--- src/logic/tca_pkg.sv ---
// Operation
// RULE1: Sample data on each rising serial clock
// RULE2: Shift only while strobe is low
// RULE3: Chain output carries previous register bits
// RULE4: Controller raises strobe after all bits shifted
// RULE5: Strobe low before first edge, whole frame
// RULE6: Frame is address byte plus attenuation byte
// RULE7: Both bytes sent most significant bit first
// RULE8: Address byte comes first in frame
// RULE9: Only recognised address changes one channel
// RULE10: Set addressed channel to encoded level
// RULE11: Codes 0x4f to 0xff mute the channel
// RULE12: All channels muted at power up (code mutes them at the first link clock edge, outputs undefined before it)
// RULE13: Mute accepted from any previous setting
// RULE14: Latch frame when strobe goes high
// RULE15: Address 0,1,2 select channels one to three
// RULE16: Codes step 0.5, 1, 2 dB bands
// RULE17: Chain of n devices shifts 16n bits
// RULE18: Unknown address leaves every channel unchanged
package tca_pkg;

  // ----------------------------------------------------------------------------
  // Frame layout
  // ----------------------------------------------------------------------------
  localparam int unsigned FRAME_BITS = 16;
  localparam int unsigned BYTE_BITS  = 8;
  localparam int unsigned NUM_CH     = 3;
  localparam int unsigned ADDR_MSB   = 15;
  localparam int unsigned ADDR_LSB   = 8;
  localparam int unsigned CODE_MSB   = 7;
  localparam int unsigned CODE_LSB   = 0;
  localparam int unsigned CNT_W      = 5;

  // ----------------------------------------------------------------------------
  // Codes
  // ----------------------------------------------------------------------------
  localparam logic [7:0] ADDR_CH1      = 8'h00;
  localparam logic [7:0] ADDR_CH2      = 8'h01;
  localparam logic [7:0] ADDR_CH3      = 8'h02;
  localparam logic [7:0] CODE_BAND1_HI = 8'h1f;
  localparam logic [7:0] CODE_BAND2_HI = 8'h3f;
  localparam logic [7:0] CODE_MAX      = 8'h4e;
  localparam logic [7:0] CODE_MUTE_LO  = 8'h4f;
  localparam logic [7:0] CODE_MUTE     = 8'hff;
  // Level in half-dB units (76 dB -> 152), mute flag separate
  localparam logic [7:0] HDB_BAND2_BASE = 8'h20;
  localparam logic [7:0] HDB_BAND3_BASE = 8'h60;
  localparam logic [7:0] HDB_RST        = 8'h00;

  // ----------------------------------------------------------------------------
  // Timing
  // ----------------------------------------------------------------------------
  localparam int unsigned MCLK_MHZ      = 125;
  localparam int unsigned SETUP_NS      = 150;
  localparam int unsigned SETUP_CYC     = (SETUP_NS * MCLK_MHZ + 999) / 1000;
  localparam int unsigned DIV_HALF      = 4;
  localparam logic [7:0]  FRAME_RST     = 8'h00;

endpackage : tca_pkg

--- src/logic/tca_if.sv ---
`timescale 1ns/1ps
`default_nettype none
interface tca_if;
  logic sclk;
  logic load_shift;
  logic sdata_in;
  logic sdata_out;

  modport dev (input sclk, input load_shift, input sdata_in, output sdata_out);
  modport ctl (output sclk, output load_shift, output sdata_in, input sdata_out);
endinterface : tca_if
`default_nettype wire

--- src/logic/tca_ctl.sv ---
`timescale 1ns/1ps
`default_nettype none
module tca_ctl
  import tca_pkg::*;
(
  input  wire logic        mclk,
  input  wire logic        sys_rst,
  tca_if.ctl               lnk,
  input  wire logic        req_valid,
  input  wire logic [15:0] req_frame,
  output logic             req_ready,
  output logic             done
);

  typedef enum {ST_IDLE, ST_SETUP, ST_LOW, ST_HIGH, ST_LOAD, ST_LATCH, ST_GAP, ST_APPLY} tca_st_e;
  tca_st_e      st_q;
  logic [15:0]  sh_q;
  logic [CNT_W-1:0] bit_q;
  logic [7:0]   cnt_q;
  logic         sclk_q;
  logic         ls_q;
  logic         sd_q;

  assign lnk.sclk       = sclk_q;
  assign lnk.load_shift = ls_q;
  assign lnk.sdata_in   = sd_q;

  // ----------------------------------------------------------------------------
  // Frame sequencer: clock made by divider, MSB first
  // ----------------------------------------------------------------------------
  always_ff @(posedge mclk) begin
    if (sys_rst) begin
      st_q <= ST_IDLE;
      sh_q <= 16'h0000;
      bit_q <= '0;
      cnt_q <= 8'h00;
      sclk_q <= 1'b0;
      ls_q <= 1'b1;
      sd_q <= 1'b0;
      req_ready <= 1'b0;
      done <= 1'b0;
    end else begin
      done <= 1'b0;
      req_ready <= (st_q == ST_IDLE) && !req_valid;
      case (st_q)
        ST_IDLE: begin
          req_ready <= 1'b1;
          if (req_valid && req_ready) begin
            req_ready <= 1'b0;
            sh_q <= req_frame;
            ls_q <= 1'b0; // RULE5
            sd_q <= req_frame[15]; // RULE7
            cnt_q <= 8'(SETUP_CYC);
            bit_q <= '0;
            st_q <= ST_SETUP;
          end
        end
        ST_SETUP: begin
          if (cnt_q == 8'h00) begin
            st_q <= ST_HIGH;
            cnt_q <= 8'(DIV_HALF - 1);
            sclk_q <= 1'b1; // RULE1
          end else begin
            cnt_q <= cnt_q - 8'h01;
          end
        end
        ST_HIGH: begin
          if (cnt_q == 8'h00) begin
            sclk_q <= 1'b0;
            bit_q <= bit_q + 5'h01;
            sh_q <= {sh_q[14:0], 1'b0};
            sd_q <= sh_q[14]; // RULE8
            cnt_q <= 8'(DIV_HALF - 1);
            st_q <= (bit_q == 5'(FRAME_BITS - 1)) ? ST_LOAD : ST_LOW; // RULE6
          end else begin
            cnt_q <= cnt_q - 8'h01;
          end
        end
        ST_LOW: begin
          if (cnt_q == 8'h00) begin
            sclk_q <= 1'b1;
            cnt_q <= 8'(DIV_HALF - 1);
            st_q <= ST_HIGH;
          end else begin
            cnt_q <= cnt_q - 8'h01;
          end
        end
        ST_LOAD: begin
          // Strobe rises alone, never on a link clock edge, so the device sees it settled
          if (cnt_q == 8'h00) begin
            ls_q <= 1'b1; // RULE4 RULE17
            cnt_q <= 8'(DIV_HALF - 1);
            st_q <= ST_LATCH;
          end else begin
            cnt_q <= cnt_q - 8'h01;
          end
        end
        ST_LATCH: begin
          // First edge with strobe high latches the frame
          if (cnt_q == 8'h00) begin
            sclk_q <= 1'b1; // RULE14
            cnt_q <= 8'(DIV_HALF - 1);
            st_q <= ST_GAP;
          end else begin
            cnt_q <= cnt_q - 8'h01;
          end
        end
        ST_GAP: begin
          if (cnt_q == 8'h00) begin
            sclk_q <= 1'b0;
            cnt_q <= 8'(DIV_HALF - 1);
            st_q <= ST_APPLY;
          end else begin
            cnt_q <= cnt_q - 8'h01;
          end
        end
        ST_APPLY: begin
          // Second edge with strobe high applies the latched frame to the channels
          if (cnt_q == 8'h00) begin
            sclk_q <= 1'b1; // RULE14
            st_q <= ST_IDLE;
            done <= 1'b1;
          end else begin
            cnt_q <= cnt_q - 8'h01;
          end
        end
        default: st_q <= ST_IDLE;
      endcase
      if (st_q == ST_IDLE && sclk_q) begin
        sclk_q <= 1'b0;
      end
    end
  end

endmodule : tca_ctl
`default_nettype wire

--- src/flat_wrapper.sv ---
// flat-port wrapper written by rule: the top's interface ports become plain ports
module tca_ctl_flat import tca_pkg::*;
  (mclk, sys_rst, req_valid, req_frame, req_ready, done, lnk_sclk, lnk_load_shift, lnk_sdata_in, lnk_sdata_out);
  tca_if lnk_i ();
  input  wire logic mclk;
  input  wire logic sys_rst;
  input  wire logic req_valid;
  input  wire logic [15:0] req_frame;
  output logic req_ready;
  output logic done;
  output wire logic [$bits(lnk_i.sclk)-1:0] lnk_sclk;
  output wire logic [$bits(lnk_i.load_shift)-1:0] lnk_load_shift;
  output wire logic [$bits(lnk_i.sdata_in)-1:0] lnk_sdata_in;
  input wire logic [$bits(lnk_i.sdata_out)-1:0] lnk_sdata_out;
  assign lnk_sclk = lnk_i.sclk;
  assign lnk_load_shift = lnk_i.load_shift;
  assign lnk_sdata_in = lnk_i.sdata_in;
  assign lnk_i.sdata_out = lnk_sdata_out;
  tca_ctl u_core (.mclk(mclk), .sys_rst(sys_rst), .lnk(lnk_i), .req_valid(req_valid), .req_frame(req_frame), .req_ready(req_ready), .done(done));
endmodule
--- config.mk ---
export PLATFORM = sky130hd
export DESIGN_NAME = tca_ctl_flat
export DESIGN_NICKNAME = d
export VERILOG_FILES = /design/src/logic/tca_pkg.sv /design/src/logic/tca_if.sv /design/src/logic/tca_ctl.sv /design/src/flat_wrapper.sv
export SDC_FILE = /design/constraint.sdc
export NUM_CORES = 1
export LEC_CHECK = 0
export ABC_AREA = 1
export BUFFER_PORTS_ARGS = -buffer_cell sky130_fd_sc_hd__buf_2
export CORE_ASPECT_RATIO = 1.5
export CORE_MARGIN = 3
export CORE_UTILIZATION = 35
export DETAILED_ROUTE_END_ITERATION = 8
export PLACE_DENSITY = 0.5
export SYNTH_ARGS = -nofsm -noshare
export SYNTH_HDL_FRONTEND = slang
export SYNTH_SLANG_ARGS = --single-unit
--- constraint.sdc ---
create_clock -name mclk -period 4.27 [get_ports mclk]
set_input_delay 0.6405 -clock mclk [delete_from_list [all_inputs] [get_ports mclk]]
set_output_delay 0.6405 -clock mclk [all_outputs]
set_load 0.05 [all_outputs]
== Word level (Yosys, flattened, before mapping) ==
Cells that the tools add are included.
Cells by class
  $add $sub $neg: 2
  equal/unequal tests: 18
  mux-type cells: 30
  bitwise operators: 1
  reduce and logical (&&, ||, !) cells: 22
Operators with widths (number)
  32-bit 2-to-1 mux: 7
  32-bit case mux with 7 select lines: 1
  32-bit by 3-bit equality test with 1-bit output (second input constant): 4
  32-bit by 2-bit equality test with 1-bit output (second input constant): 2
  32-bit logical NOT: 2
  32-bit by 1-bit equality test with 1-bit output (second input constant): 1
  15-bit 2-to-1 mux: 2
  15-bit case mux with 2 select lines: 1
  8-bit 2-to-1 mux: 3
  8-bit case mux with 3 select lines: 1
  2-bit by 1-bit inequality test with 1-bit output (second input constant): 9
  3-bit AND reduction: 4
  5-bit 2-to-1 mux: 2
  5-bit case mux with 2 select lines: 1
  8-bit logical NOT: 1
  1-bit 2-to-1 mux: 8
  2-bit OR reduction: 4
  8-bit by 1-bit subtractor with 8-bit output (second input constant): 1
  7-bit AND reduction: 1
  1-bit case mux with 2 select lines: 3
  2-bit nonzero test: 3
  6-bit OR reduction: 1
  5-bit by 1-bit adder with 5-bit output (second input constant): 1
  5-bit by 4-bit equality test with 1-bit output (second input constant): 1
  other kinds (7): 9
Word-level totals
  register bits after elaboration: 65

== Longest topological paths before layout ==
Gate-level depths: netlist (run 1).
  word-level depth: 4
  gate-level depth with buffers: 10

== Worst setup path after synthesis (run 1) ==
No wires, ideal clock.
  path type: register -> register
  from: register u_core.req_ready
  to: register u_core.bit_q[2]
  library setup time: 0.070 ns
  arrival time: 1.471 ns
  required time: 4.200 ns
  slack: 2.729 ns
  stages on the path, launching flop included: 10
  clock period less this slack: 1.541 ns
  cell sequence: dfxtp_1 > nand2_1 > inv_1 > nor2_2 > inv_2 > nand3_2 > inv_4 > buf_6 > nand2_1 > a21oi_1
On the way
  cells in the longest elaborated chain, start to end: 3
Ends and longest elaborated chain
  from (decl): line tca_ctl.sv:11  | output logic req_ready,
  from (signal assigned): line tca_ctl.sv:44  | req_ready <= (st_q == ST_IDLE) && !req_valid;
  1-bit logical AND: line tca_ctl.sv:48  | if (req_valid && req_ready) begin
  2-bit by 1-bit inequality test with 1-bit output (no source line)
  3-bit AND reduction (no source line)
  to (signal assigned): line tca_ctl.sv:70  | bit_q <= bit_q + 5'h01;
  to (decl): line tca_ctl.sv:18  | logic [CNT_W-1:0] bit_q;
Every way passes these cells.
A chain may end at the register's enable or synchronous reset.

== Worst setup path after layout (run 1) ==
  from: register u_core.st_q[0]
  to: register u_core.sh_q[14]
On the way
  cells in the longest elaborated chain, start to end: 3
Ends and longest elaborated chain
  from (decl): line tca_ctl.sv:16  | tca_st_e st_q;
  from (signal assigned): line tca_ctl.sv:74  | st_q <= (bit_q == 5'(FRAME_BITS - 1)) ? ST_LOAD : ST_LOW;
  32-bit by 2-bit equality test with 1-bit output / 32-bit logical NOT (equally long branches): line tca_ctl.sv:45  | case (st_q)
  2-bit by 1-bit inequality test with 1-bit output (no source line) / 2-bit nonzero test (equally long branches)
  3-bit AND reduction (no source line)
  to (signal assigned): line tca_ctl.sv:50  | sh_q <= req_frame;
  to (signal assigned): line tca_ctl.sv:71  | sh_q <= {sh_q[14:0], 1'b0};
  to (decl): line tca_ctl.sv:17  | logic [15:0] sh_q;
Parallel ways exist; a longest one is shown, timed or not.

==> results.toml, run 1 <==
[status]
status = "completed"

[die]
fp.dieW_um = 64.9
dieArea_sq_mm = 0.00612
rows = 31
core_area_sq_mm = 0.00493
die_h_um = 94.3
initial_core_util = 0.369
io_pins = 25

[clocking]
post-cts-setup-buffer-count = 0
hold_buffers = 0
cts_resized = 0
cts_root_buf = "clkbuf_8"
insertion_delay_ps = 280
cts_sinks = 36
cts_tree = "done"
h-tree-depth = 2
clk_pin_slew_ps = 70
numCtsBuffers = 5
clock_path_buffers = 2

[pwr]
power.density_mw_per_mm2 = 677
p_sw_frac = 0.450
leakagePower_nw = 0.954
p_seq_frac = 0.353
p_sw_uw = 629
power.total_mw = 1.40
power_frac_comb = 0.462
power_frac_clock = 0.185
ir_drop_uv = 317
p_int_uw = 770

[timing]
setup_ws_ps = 2300
worst_slew_pin_slew_ps = 492
grt_setup_unrepaired = "no"
maxSlewViolCount = 0
fin_tns_setup_ps = 0
fmax_ghz = 0.507
finalSetupViolCount = 0
slew_headroom = 0.671
min_period_over_period = 0.462
hold_viol = 0
clock_skew_ps = 4.12
period_needed_ps = 1970

[worst_setup_path]
r2r_start = "u_core.st_q[0]$_SDFFE_PP0P_"
ff2ff_setup_slack_ps = 2300
cp_data_arrival_time_ps = 2180
critical_path_class = "flip-flop to flip-flop"
end_kind = "flip-flop"
path_cells = "nand2_1, nor2_2, inv_2, nand2_1, nand3_2, inv_4, nand2_1, a21oi_1"
cpMostUsedCell = "nand2_1"
cp-start-kind = "flip-flop"
slowest_delay_ps = 410
path_buf_inv = 2
cp_slowest_cell = "dfxtp_1"
critPathRequiredTime_ps = 4480
reg2reg_to = "u_core.sh_q[14]$_SDFFE_PP0P_"
path_max_fanout = 21
ff2ff_path_depth = 8
critical-path-top-delay-family = "simple AND/OR/NAND/NOR gates"

[drt]
dr.pass1.iters = 4
ant_nets = 0
drc = 0
routed_wl_um = 4020
vias = 1710
routed.top_layer = "met4"
wl_met2_um = 2040
routedWlPerCell_um = 11.0
wl_met3_um = 107
drt_iter0_markers = 79
via_per_inst = 4.67
wl_met1_um = 1810

[yosys]
synth.distinct_cells = 31
yosysTopAreaCellShare = 0.396
synth_xor_area_frac = 0.00963
netlist_area_sq_mm = 0.00182
yosys_warnings = 0
synthSimpleGateAreaFrac = 0.369
syn_nets = 302
yosysSeqAreaShare = 0.396
synthCells = 278
syn_avg_cell_area_sq_um = 6.54
synthMuxAreaShare = 0
synth_top_family_by_area = "simple AND/OR/NAND/NOR gates"
ys_ff_latch = 36
synth_area_leaders = "dfxtp_1, nand2_1, a21oi_1, nor2_1, inv_1"
synth-compound-area-share = 0.118
synthAdderAreaFrac = 0.0275
yosys.area.top_type = "dfxtp_1"

[placement]
dpl_worst_slack_ps = 2060
gp_congestion = 0.764
dp_hpwl_um = 2870
io_buffers = 23

[flow_run]
max_cap_violations = 0

[min_path]
hold_class = "flip-flop to flip-flop"
whs_endpoint = "u_core.sh_q[0]$_SDFFE_PP0P_"
hp-start = "u_core.sh_q[0]$_SDFFE_PP0P_"
hold_depth = 2

[final_layout]
drive_gt1_frac = 0.143
utilization = 0.420
fin_nets = 324
syn2layout_area_growth_pct = 13.6
diodes = 0

[grt]
grt-ovfl-total = 0
antenna_found_initial = 0
grtUsageTotal = 0.145
grt_pass1_wl_um = 7000
grt_start_max_net_pins = 26
grt_pass1_vias = 1639
[stage by stage]
| step | hold slack, ps | instances | cell area [sq um] |
|---|---|---|---|
| 2_1_floorplan | 439 | 278 | 1820 |
| 5_1_grt | 491 | 366 | 2070 |
| 3_3_place_gp | 451 | 359 | 1970 |
| 3_5_place_dp | 454 | 359 | 1970 |
| 6_report | 462 | 366 | 2070 |
| 4_1_cts | 464 | 366 | 2070 |
[sequential cells by signal, indices dropped and copies added (netlist names), 3 cells and up]
| register | flops |
|---|---|
| u_core.cnt_q | 8 |
| u_core.st_q | 3 |
| u_core.bit_q | 5 |
| u_core.sh_q | 15 |
[how the worst max path moves through the flow]
stage	from	endpoint	slack, ps	cells after the start
final	u_core.st_q[0]$_SDFFE_PP0P_	u_core.sh_q[14]$_SDFFE_PP0P_	2300	8
after global routing	u_core.st_q[0]$_SDFFE_PP0P_	u_core.sh_q[14]$_SDFFE_PP0P_	2030	8
after CTS	u_core.st_q[0]$_SDFFE_PP0P_	u_core.sh_q[14]$_SDFFE_PP0P_	2220	8
after detailed placement	req_valid	u_core.sh_q[14]$_SDFFE_PP0P_	2060	9
after global placement	req_valid	u_core.sh_q[13]$_SDFFE_PP0P_	2060	9
after floorplan	u_core.req_ready$_SDFF_PP0_	u_core.bit_q[2]$_SDFFE_PP0P_	2730	9
[cell families (layout without fill, tap and decap cells)]
group,after synthesis,in the layout
flip-flops,36,36
XOR/XNOR,2,2
adder cells (fa/ha/maj),4,4
buffers and inverters,33,55
AO/OA/AOI/OAI,39,39
AND/OR/NAND/NOR,164,164
[layout make-up]
cell class	instances	area, sq um
Clock buffer	7	96.3
Fill cell	562	2860
Inverter	24	92.6
Multi-Input combinational cell	209	952
Sequential cell	36	721
Tap cell	66	82.6
Timing Repair Buffer	24	123
[cell usage after synthesis, drive strengths merged]
library cell and instances:
a211oi 1, a21oi 26, a31oi 1, buf 6
clkbuf 3, dfxtp 36, ha 4, inv 24
nand2 113, nand3 10, nand3b 1, nand4 3
nor2 33, nor3 2, nor3b 1, o211ai 1
o21ai 8, o21bai 2, or2 1, xor2 2
[worst register-to-register path, stage by stage (launching register included)]
cell	delay, ps
dfxtp_1	410
nand2_1	130
nor2_2	130
inv_2	150
nand2_1	110
nand3_2	400
inv_4	350
nand2_1	90
a21oi_1	130
[per-layer routing]
layer,track usage,up-vias
li1,-,915
met1,0.155,772
met2,0.271,18
met3,0.0335,5
met4,0.0582,0
met5,0,-
[power groups by stage]
stage / combinational (mW) / sequential, mW / clock, mW
4_1_cts: 0.663 / 0.494 / 0.270
6_report: 0.646 / 0.494 / 0.259
3_3_place_gp: 0.662 / 0.500 / 0
5_1_grt: 0.743 / 0.504 / 0.280
3_5_place_dp: 0.660 / 0.501 / 0
2_1_floorplan: 0.502 / 0.537 / 0
[cell usage in the layout (no fill, tap or decap), types with 2 or more instances in the layout]
cell type,n
ha_1,4
nor2_1,29
nor3_1,2
inv_2,3
inv_1,20
a21oi_1,25
o21ai_0,7
nand4_1,3
o21bai_1,2
clkbuf_8,7
nand2_1,112
nor2_2,3
nand3_1,9
buf_2,23
xor2_1,2
dfxtp_1,36
Power figures use the tool's default switching activity.
==> run 2: changes to the inputs <==
==> constraint.sdc (replaced) <==
create_clock -name mclk -period 2.1 [get_ports mclk]
set_input_delay 0.315 -clock mclk [delete_from_list [all_inputs] [get_ports mclk]]
set_output_delay 0.315 -clock mclk [all_outputs]
set_load 0.05 [all_outputs]
==> run 2 against run 1 <==
Non-clock buffer count is 3 higher. Flip-flop and latch count stayed put. Clock skew is 4.1 ps higher. First-iteration DRC count is 3.8% lower. Global-route usage hardly changed. Critical path type unchanged.
==> results.toml, run 2 (synthesis results as in run 1) <==
[timing]
min_period_over_period = 0.816
fin_tns_setup_ps = 0
slew_headroom = 0.746
period_needed_ps = 1710
maxSlewViolCount = 0
hold_viol = 0
finalSetupViolCount = 0
worst_slew_pin_slew_ps = 382
fmax_ghz = 0.583
grt_setup_unrepaired = "no"
worst_hold_slack_ps = 328
clock_skew_ps = 8.25

[clocking]
cts_sinks = 36
h-tree-depth = 2
clk_pin_slew_ps = 70
cts_tree = "done"
post-cts-setup-buffer-count = 0
insertion_delay_ps = 280
cts_resized = 0
cts_root_buf = "clkbuf_8"
clock_path_buffers = 2
numCtsBuffers = 5
hold_buffers = 0

[die]
die_h_um = 94.3
initial_core_util = 0.369
core_area_sq_mm = 0.00493
dieArea_sq_mm = 0.00612
fp.dieW_um = 64.9
io_pins = 25
rows = 31

[final_layout]
regMostFlops = "u_core.sh_q"
final_area_sq_mm = 0.00209
num-fill-cells = 565
drive_gt1_frac = 0.152
fin_nets = 327
final_cell_mix = "nand2_1, dfxtp_1, nor2_1, a21oi_1, buf_2"
final_common_cell = "nand2_1"
syn2layout_area_growth_pct = 14.9
top_regs = "u_core.sh_q x15, u_core.cnt_q x8, u_core.bit_q x5"
diodes = 0
largest_reg_flops = 15

[drt]
dr.pass1.iters = 4
routed_wl_um = 3930
via_per_inst = 4.56
drt_iter0_markers = 76
routedWlPerCell_um = 10.6
drc = 0
vias = 1683
ant_nets = 0

[grt]
grt_pass1_wl_um = 7130
antenna_found_initial = 0
grt_pass1_vias = 1607
grt_start_max_net_pins = 25
grtUsageTotal = 0.146
grt-ovfl-total = 0

[worst_setup_path]
end_kind = "flip-flop"
path_max_fanout = 18
cp-start-kind = "flip-flop"
ff2ff_path_depth = 8
cp_data_arrival_time_ps = 1920
critPathRequiredTime_ps = 2310
critical_path_class = "flip-flop to flip-flop"

[min_path]
hold_depth = 3
hold_class = "input port to flip-flop"

[pwr]
ir_drop_uv = 787
leakagePower_nw = 0.967
power.density_mw_per_mm2 = 1370

[placement]
gp_congestion = 0.751
io_buffers = 23
placed_cell_area_sq_mm = 0.00199
dp_hpwl_um = 2790

[flow_run]
max_cap_violations = 0

[status]
status = "completed"
[run 2: report_power, final]
part / switching [mW] / internal, mW / total, mW
clock: 0.235 / 0.292 / 0.527
sequential: 0.116 / 0.886 / 1.00
combinational: 0.931 / 0.405 / 1.34
[run 2: metrics by stage]
step           utilization  power, mW  instances  setup slack (ps)
4_1_cts              0.424       2.92        369               370
3_3_place_gp         0.405       2.38        362               356
3_5_place_dp         0.405       2.37        362               396
6_report             0.424       2.87        369               386
5_1_grt              0.424       3.18        369               149
2_1_floorplan            -       2.11        278               559
[run 2: routing by layer]
metal / GRT usage / vias up / part of all wire
li1: - / 923 / -
met3: 0.0311 / 2 / 0.027
met5: 0 / - / 0
met2: 0.259 / 21 / 0.52
met1: 0.170 / 737 / 0.45
met4: 0.0529 / 0 / 0.0087
[run 2: area by class of cell]
cell class	instances	area, sq um	share of cell area
Tap cell	66	82.6	0.0395
Clock buffer	7	96.3	0.0461
Inverter	24	92.6	0.0443
Timing Repair Buffer	27	145	0.0695
Multi-Input combinational cell	209	952	0.456
Sequential cell	36	721	0.345
[run 2: worst paths after layout]
kind / start / endpoint / slack [ps]
max: u_core.st_q[2]$_SDFFE_PP0P_ / u_core.sh_q[12]$_SDFFE_PP0P_ / 390
min: req_frame[0] / u_core.sh_q[0]$_SDFFE_PP0P_ / 330
max reg2reg: u_core.st_q[2]$_SDFFE_PP0P_ / u_core.sh_q[12]$_SDFFE_PP0P_ / 390
min reg2reg: u_core.lnk.sdata_in$_SDFFE_PP0P_ / u_core.lnk.sdata_in$_SDFFE_PP0P_ / 460
[run 2: worst max-delay path, cell delays in order (launching register included)]
cell	delay, ps
dfxtp_1	460
inv_2	80
nand2_2	150
nor2_2	70
inv_2	150
nand3_2	260
inv_4	260
nand2_1	70
a21oi_1	140
